--- src/hdl/deir_pkg.sv ---
// Constants and types shared by the event status and interrupt routing block
package deir_pkg;

  typedef logic [7:0] deir_byte_t;

  localparam int         ADDR_W = 8;
  localparam int         GROUPS = 4;
  localparam deir_byte_t RESET_VALUE = 8'h00;

  //////////////////////////////////////////////////////////////////////////////
  // Register offsets
  localparam deir_byte_t OFS_LINK_EVENT_LATCH       = 8'h20;
  localparam deir_byte_t OFS_LINK_EVENT_FLAGS       = 8'h24;
  localparam deir_byte_t OFS_DAC0_EVENT_FLAGS       = 8'h25;
  localparam deir_byte_t OFS_DAC1_EVENT_FLAGS       = 8'h26;
  localparam deir_byte_t OFS_CLOCK_LOCK_EVENT_FLAGS = 8'h27;
  localparam deir_byte_t OFS_LINK_EVENT_PIN_SELECT  = 8'h28;
  localparam deir_byte_t OFS_DAC0_EVENT_PIN_SELECT  = 8'h29;
  localparam deir_byte_t OFS_DAC1_EVENT_PIN_SELECT  = 8'h2A;
  localparam deir_byte_t OFS_EVENT_SUMMARY          = 8'h2C;

  //////////////////////////////////////////////////////////////////////////////
  // Bit positions inside each group
  localparam int BIT_PATTERN_ERR_CH0     = 0;
  localparam int BIT_PATTERN_ERR_CH1     = 1;
  localparam int BIT_LANE_BUFFER_FAULT   = 2;
  localparam int BIT_RX_NOT_READY        = 3;
  localparam int BIT_SYNC_REF_JITTER     = 4;
  localparam int BIT_AMP_PROTECT         = 0;
  localparam int BIT_CAL_DONE            = 3;
  localparam int BIT_SYNTH_LOCKED        = 0;
  localparam int BIT_SYNTH_UNLOCKED      = 1;
  localparam int BIT_DELAY_LOOP_LOCKED   = 4;
  localparam int BIT_DELAY_LOOP_UNLOCKED = 5;
  localparam int BIT_SUMMARY             = 0;

  //////////////////////////////////////////////////////////////////////////////
  // Implemented bits per group; everything else is reserved
  localparam deir_byte_t MASK_LINK  = 8'h1F;
  localparam deir_byte_t MASK_DAC   = 8'h09;
  localparam deir_byte_t MASK_CLOCK = 8'h33;
  localparam logic [31:0] MASK_ALL  = {MASK_CLOCK, MASK_DAC, MASK_DAC, MASK_LINK};

endpackage

--- src/hdl/deir_flag_cell.sv ---
// One event status bit with live or latched behaviour
`timescale 1ns/1ps
module deir_flag_cell (
  // Clock and reset
  input  wire logic mclk_in,
  input  wire logic rstn_in,
  // Event and control
  input  wire logic live_in,
  input  wire logic latch_en_in,
  input  wire logic clear_in,
  // Status
  output logic      status_out,
  output logic      pending_out
);

  logic latched_q;
  logic latched_d;

  // Set wins over a clear in the same cycle, so no event is lost
  assign latched_d = latch_en_in & (live_in | (latched_q & ~clear_in));

  always_ff @(posedge mclk_in or negedge rstn_in) begin
    if (!rstn_in) begin
      latched_q <= 1'b0;
    end else begin
      latched_q <= latched_d;
    end
  end

  // Live view while not latching
  assign status_out  = latch_en_in ? latched_q : live_in;
  assign pending_out = latch_en_in & latched_q;

endmodule

--- src/hdl/deir_router.sv ---
// Event status, latch enable and pin routing for two active-low interrupt pins
`timescale 1ns/1ps
module deir_router (
  // Clock and reset
  input  wire logic                       mclk_in,
  input  wire logic                       rstn_in,
  // Register port
  input  wire logic [deir_pkg::ADDR_W-1:0] addr_in,
  input  wire logic [7:0]                 wdata_in,
  input  wire logic                       wr_in,
  input  wire logic                       rd_in,
  output logic      [7:0]                 rdata_out,
  // Link events
  input  wire logic                       pattern_err_ch0_in,
  input  wire logic                       pattern_err_ch1_in,
  input  wire logic                       lane_buffer_fault_in,
  input  wire logic                       rx_not_ready_in,
  input  wire logic                       sync_ref_jitter_in,
  // Converter channel events
  input  wire logic                       cal_done_ch0_in,
  input  wire logic                       amp_protect_ch0_in,
  input  wire logic                       cal_done_ch1_in,
  input  wire logic                       amp_protect_ch1_in,
  // Clock lock events
  input  wire logic                       synth_locked_in,
  input  wire logic                       synth_unlocked_in,
  input  wire logic                       delay_loop_locked_in,
  input  wire logic                       delay_loop_unlocked_in,
  // Interrupt pins
  output logic                            int_out_a_n,
  output logic                            int_out_b_n
);

  //////////////////////////////////////////////////////////////////////////////
  // Decoding

  function automatic logic [deir_pkg::GROUPS-1:0] group_hit(
    input logic [deir_pkg::ADDR_W-1:0] addr,
    input logic [deir_pkg::ADDR_W-1:0] base
  );
    logic [deir_pkg::GROUPS-1:0] hit;
    hit = '0;
    for (int g = 0; g < deir_pkg::GROUPS; g++) begin
      hit[g] = (addr == (base + 8'(g)));
    end
    return hit;
  endfunction

  function automatic deir_pkg::deir_byte_t group_mask(input int g);
    return deir_pkg::MASK_ALL[8*g +: 8];
  endfunction

  logic [deir_pkg::GROUPS-1:0] latch_hit;
  logic [deir_pkg::GROUPS-1:0] flag_hit;
  logic [deir_pkg::GROUPS-1:0] pinsel_hit;
  logic                        summary_hit;
  logic [1:0]                  grp_idx;

  assign latch_hit   = group_hit(addr_in, deir_pkg::OFS_LINK_EVENT_LATCH);
  assign flag_hit    = group_hit(addr_in, deir_pkg::OFS_LINK_EVENT_FLAGS);
  assign pinsel_hit  = group_hit(addr_in, deir_pkg::OFS_LINK_EVENT_PIN_SELECT);
  assign summary_hit = (addr_in == deir_pkg::OFS_EVENT_SUMMARY);
  assign grp_idx     = addr_in[1:0];

  //////////////////////////////////////////////////////////////////////////////
  // Raw event vector, one byte per status register

  logic [7:0]  raw_link;
  logic [7:0]  raw_dac0;
  logic [7:0]  raw_dac1;
  logic [7:0]  raw_clock;
  logic [31:0] raw_all;

  assign raw_link  = {3'h0, sync_ref_jitter_in, rx_not_ready_in,
                      lane_buffer_fault_in, pattern_err_ch1_in,
                      pattern_err_ch0_in};
  assign raw_dac0  = {4'h0, cal_done_ch0_in, 2'h0, amp_protect_ch0_in};
  assign raw_dac1  = {4'h0, cal_done_ch1_in, 2'h0, amp_protect_ch1_in};
  assign raw_clock = {2'h0, delay_loop_unlocked_in, delay_loop_locked_in,
                      2'h0, synth_unlocked_in, synth_locked_in};
  assign raw_all   = {raw_clock, raw_dac1, raw_dac0, raw_link};

  //////////////////////////////////////////////////////////////////////////////
  // Synchronisers: conditions come from other clock domains

  logic [31:0] sync1_q;
  logic [31:0] sync2_q;
  logic [31:0] sync3_q;
  logic [31:0] filt_q;
  logic [31:0] filt_d;
  logic [31:0] sync_diff;

  // A change counts only once the second and third stages agree
  assign sync_diff = sync2_q ^ sync3_q;
  assign filt_d    = ((sync2_q & ~sync_diff) | (filt_q & sync_diff)) & deir_pkg::MASK_ALL;

  always_ff @(posedge mclk_in or negedge rstn_in) begin
    if (!rstn_in) begin
      sync1_q <= '0;
      sync2_q <= '0;
      sync3_q <= '0;
      filt_q  <= '0;
    end else begin
      sync1_q <= raw_all;
      sync2_q <= sync1_q;
      sync3_q <= sync2_q;
      filt_q  <= filt_d;
    end
  end

  //////////////////////////////////////////////////////////////////////////////
  // Latch enable and pin select registers

  deir_pkg::deir_byte_t latch_en_q [deir_pkg::GROUPS];
  deir_pkg::deir_byte_t pinsel_q   [deir_pkg::GROUPS];
  deir_pkg::deir_byte_t status_grp [deir_pkg::GROUPS];
  logic [31:0]          en_all;
  logic [31:0]          pin_all;
  logic [31:0]          status_all;
  logic [31:0]          pending_all;
  logic [31:0]          clear_all;
  logic                 summary_clear;

  // One write of one to summary bit 0 clears every latched bit whose condition is low at once
  assign summary_clear = wr_in & summary_hit & wdata_in[deir_pkg::BIT_SUMMARY];

  for (genvar g = 0; g < deir_pkg::GROUPS; g++) begin : g_grp
    // Reserved bits are masked, so they never store a one
    always_ff @(posedge mclk_in or negedge rstn_in) begin
      if (!rstn_in) begin
        latch_en_q[g] <= deir_pkg::RESET_VALUE;
      end else if (wr_in && latch_hit[g]) begin
        latch_en_q[g] <= wdata_in & group_mask(g);
      end
    end

    // Group 3 select register (0x2B) has no offset in the map but is written like the rest
    always_ff @(posedge mclk_in or negedge rstn_in) begin
      if (!rstn_in) begin
        pinsel_q[g] <= deir_pkg::RESET_VALUE;
      end else if (wr_in && pinsel_hit[g]) begin
        pinsel_q[g] <= wdata_in & group_mask(g);
      end
    end

    assign en_all[8*g +: 8]    = latch_en_q[g];
    assign pin_all[8*g +: 8]   = pinsel_q[g];
    assign status_grp[g]       = status_all[8*g +: 8];
    assign clear_all[8*g +: 8] = ((wr_in && flag_hit[g]) ? wdata_in : 8'h00)
                                 | {8{summary_clear}};
  end

  //////////////////////////////////////////////////////////////////////////////
  // Status bits

  for (genvar i = 0; i < 32; i++) begin : g_bit
    if (deir_pkg::MASK_ALL[i]) begin : g_cell
      deir_flag_cell u_cell (
        .mclk_in     (mclk_in),
        .rstn_in     (rstn_in),
        .live_in     (filt_q[i]),
        .latch_en_in (en_all[i]),
        .clear_in    (clear_all[i]),
        .status_out  (status_all[i]),
        .pending_out (pending_all[i])
      );
    end else begin : g_rsvd
      assign status_all[i]  = 1'b0;
      assign pending_all[i] = 1'b0;
    end
  end

  //////////////////////////////////////////////////////////////////////////////
  // Interrupt routing

  logic req_a;
  logic req_b;
  logic int_a_n_q;
  logic int_b_n_q;

  assign req_a = |(pending_all & ~pin_all);
  assign req_b = |(pending_all & pin_all);

  // Registered so the pins never glitch on select changes
  always_ff @(posedge mclk_in or negedge rstn_in) begin
    if (!rstn_in) begin
      int_a_n_q <= 1'b1;
      int_b_n_q <= 1'b1;
    end else begin
      int_a_n_q <= ~req_a;
      int_b_n_q <= ~req_b;
    end
  end

  assign int_out_a_n = int_a_n_q;
  assign int_out_b_n = int_b_n_q;

  //////////////////////////////////////////////////////////////////////////////
  // Read path

  logic                 summary;
  deir_pkg::deir_byte_t rd_mux;
  deir_pkg::deir_byte_t rdata_q;

  assign summary = |status_all;
  assign rd_mux  = (|latch_hit)  ? latch_en_q[grp_idx] :
                   (|flag_hit)   ? status_grp[grp_idx] :
                   (|pinsel_hit) ? pinsel_q[grp_idx]   :
                   summary_hit   ? {7'h00, summary}    :
                                   8'h00;

  // Data stand only in the cycle after the strobe
  always_ff @(posedge mclk_in or negedge rstn_in) begin
    if (!rstn_in) begin
      rdata_q <= deir_pkg::RESET_VALUE;
    end else begin
      rdata_q <= rd_in ? rd_mux : deir_pkg::RESET_VALUE;
    end
  end

  assign rdata_out = rdata_q;
endmodule

--- config.mk ---
export PLATFORM = sky130hd
export DESIGN_NAME = deir_router
export DESIGN_NICKNAME = d
export VERILOG_FILES = /design/src/hdl/deir_pkg.sv /design/src/hdl/deir_flag_cell.sv /design/src/hdl/deir_router.sv
export SDC_FILE = /design/constraint.sdc
export NUM_CORES = 1
export LEC_CHECK = 0
export BUFFER_PORTS_ARGS = -buffer_cell sky130_fd_sc_hd__buf_4
export CAP_MARGIN = 10
export CORE_MARGIN = 5
export CORE_UTILIZATION = 40
export DETAILED_ROUTE_END_ITERATION = 7
export SLEW_MARGIN = 20
export SYNTH_ARGS = -nofsm -noshare
export SYNTH_HDL_FRONTEND = slang
export SYNTH_SLANG_ARGS = --single-unit
--- constraint.sdc ---
create_clock -name mclk_in -period 1.5 [get_ports mclk_in]
set_input_delay 0.3 -clock mclk_in [delete_from_list [all_inputs] [get_ports mclk_in]]
set_output_delay 0.3 -clock mclk_in [all_outputs]
set_load 0.05 [all_outputs]
==> summary.md <==
| Metric | Value |
|---|---|
| Top-count cell post-synth | dfrtp_1 |
| Grt ovf | 0 |
| Endpoint class of the critical path | flop |
| Hold Fails Final Rpt | 0 |
| Largest family of logic cells by synthesized area | simple AND/OR/NAND/NOR gates |
| CP Data Arrival Time | 1860 ps |
| Status | finished with violations |
| Top cells by count, synth | 97 x dfrtp_1, 29 x nand2_1, 17 x nand3_1 |
| TritonCTS clock tree | done |
| Placeable Area | 10200 um2 |
| DR DRC count | 0 |
| Fraction of layout cells with a size suffix above 1 | 0.452 |
| Setup ws final | -103 ps |
| Vias | 3053 |
| CP Launch Type | flop |
| Post-route cell area | 5640 um2 |
| Drt total wl | 10500 um |
| Synthesized flop and latch total | 99 |
| Dpl ws | -474 ps |
| Synth-to-layout area growth | 35.8% |
| Starting Density | 0.406 |
| Rows | 37 |
| Critical Setup Path Class | flop to flop |
| Largest net degree at the start of global routing | 51 |
| Yosys warning total | 0 |
| # port buffers | 38 |
| Placed cell area | 5180 um2 |
| Final Critical Period | 1600 ps |
| Yosys cell types | 52 |
| Register area share after synthesis | 0.598 |
| CTS Sinks | 99 |
| Drt wl/cell | 18.1 um |
| Synth Area in Compound Gates | 0.0727 |
| Vias per cell | 5.25 |
| Synth area leader | dfrtp_1 |
| Unrepaired setup endpoints after global routing | yes |
| Worst vdd ir | 0.527 mV |
| Root Driver | clkbuf_8 |
| Leakage | 0.00258 uW |
| Hold WC Path Type | primary input to flop |
| Adder-cell share of the synthesized area | 0.0314 |
| FMAX | 0.624 GHz |
| Max cap viols | 0 |
| Top-area cell type share of the netlist area | 0.585 |
| Synth Area in Simple Gates | 0.153 |
| P per Cell Area | 935 nW/um2 |
| Crit-path max FO | 2 |
| Vias in the first global route | 3082 |
| Skew final | 11.3 ps |
| Design Power | 5270 uW |
| EDFF count, synth | 0 |
| Clock Path Buffers | 2 |
| Initial DRT Pass Iterations | 5 |
| Fill count | 865 |
| Final #Nets | 474 |
| Period utilization | 1.07 |
| Post-route ant nets | 0 |
| CP required | 1750 ps |
| Final setup violation count | 14 |
| Tot GR Track Use | 0.182 |
| Mapped Avg Cell Area | 13.1 um2 |
| Mapped Area | 4150 um2 |
| Initial antenna violation count | 0 |
| Htree depth | 3 |
| DRT iter0 DRCs | 140 |
| Ant. Diodes | 0 |
| Die Area | 12500 um2 |
| Post-synthesis mux area share | 0.128 |
| Cells after Synth | 316 |
| Main flop type after synthesis | dfrtp_1 |
| IO Pins | 43 |
| Clk Latency, worst-skew pair | 370 ps |
| Clock-pin slew on the worst setup and hold paths | 80 ps |
| Total CTS buffers | 9 |
| Ranking of synthesized cells by area | dfrtp_1 58%, mux2_2 3.8%, mux2i_1 3.4% |
| Dpl hpwl | 7700 um |
| Synth async-reset ratio | 1.00 |
| Chip height | 112 um |
| Final RePlAce weighted congestion | 0.898 |
| Xor/xnor share of the synthesized area | 0 |
| Die Wd | 112 um |
| First-pass GRT wire length | 17300 um |
| Violated checks | negative setup slack |
| Final Max Tran Viols | 0 |
[per-stage QoR]
stage,TNS (ps),utilization,hold slack [ps],cells
after floorplan,-5700,-,4.41,317
after global placement,-14720,0.506,160,556
after detailed placement,-15750,0.506,163,556
after CTS,-525,0.538,1.29,575
after global routing,-1010,0.551,0.525,581
final,-697,0.551,32.1,581
[path summary, 6_finish.rpt]
check / startpoint / end / slack (ps) / cells past startpoint
worst max-delay path: en_all[19] / rdata_out[0] / -100 / 5
worst min-delay path: amp_protect_ch0_in / sync1_q[8] / 30 / 1
worst max register to register: en_all[19] / rdata_out[0] / -100 / 5
worst min register to register: sync1_q[3] / sync2_q[3] / 350 / 0
max in group asynchronous: rstn_in / g_bit[4].g_cell.u_cell.latched_q / 680 / 3
min in group asynchronous: rstn_in / sync3_q[3] / 300 / 2
[kinds of logic after synthesis]
family | Yosys count
simple gates | 102
flops | 99
compound gates | 44
mux | 44
buf+inv | 13
fa+ha+maj | 13
other cells | 1
[critical path, stage by stage (launching register included)]
cell and delay (ps):
dfrtp_1 380, mux2i_2 310, nand4_1 190, nor4_4 290
o22ai_1 160, o2111a_1 160
[routing by layer]
metal  track usage  part of all wire  vias up
li1              -                 -     1404
met1         0.260              0.44     1521
met2         0.259              0.47      113
met3        0.0418             0.075       15
met4        0.0892             0.020        0
met5             0                 0        -
[cell usage in the layout, fill, tap and decap left out, types with 4 or more instances in the layout]
cell / count
buf_6: 5
a31oi_1: 14
nor4_4: 4
mux2i_1: 10
nor2b_1: 13
nand4_1: 7
nor2_1: 6
o22ai_1: 8
mux2_2: 14
mux2_4: 12
nand2_1: 23
dlygate4sd3_1: 6
clkbuf_8: 11
maj3_1: 13
buf_12: 4
nand3_1: 15
buf_4: 108
dfrtp_1: 96
nand2_2: 6
[power breakdown]
group	internal, uW	switching [uW]
Clock	852	860
Combinational	350	321
Sequential	2800	86.0
Total	4000	1270
[timing repair]
action                                 CTS  global route
cloned                                   0             0
gates resized for setup                 19            20
setup endpoints to repair               18            29
buffers inserted                         3             2
pin swaps                               10            30
endpoints found under the hold margin   33             5
hold buffers                             1             5
[cell type report]
class                   count  area (um2)  area share
flip-flops and latches     99        2480       0.440
multi-input cells         205        1770       0.314
repair buffers            123        1010       0.179
well taps                 136         170      0.0302
clock buffers              13         159      0.0282
clock inverters             2        35.0     0.00622
inverters                   3        12.5     0.00222
Note: power is estimated with default switching activity, not from simulation.
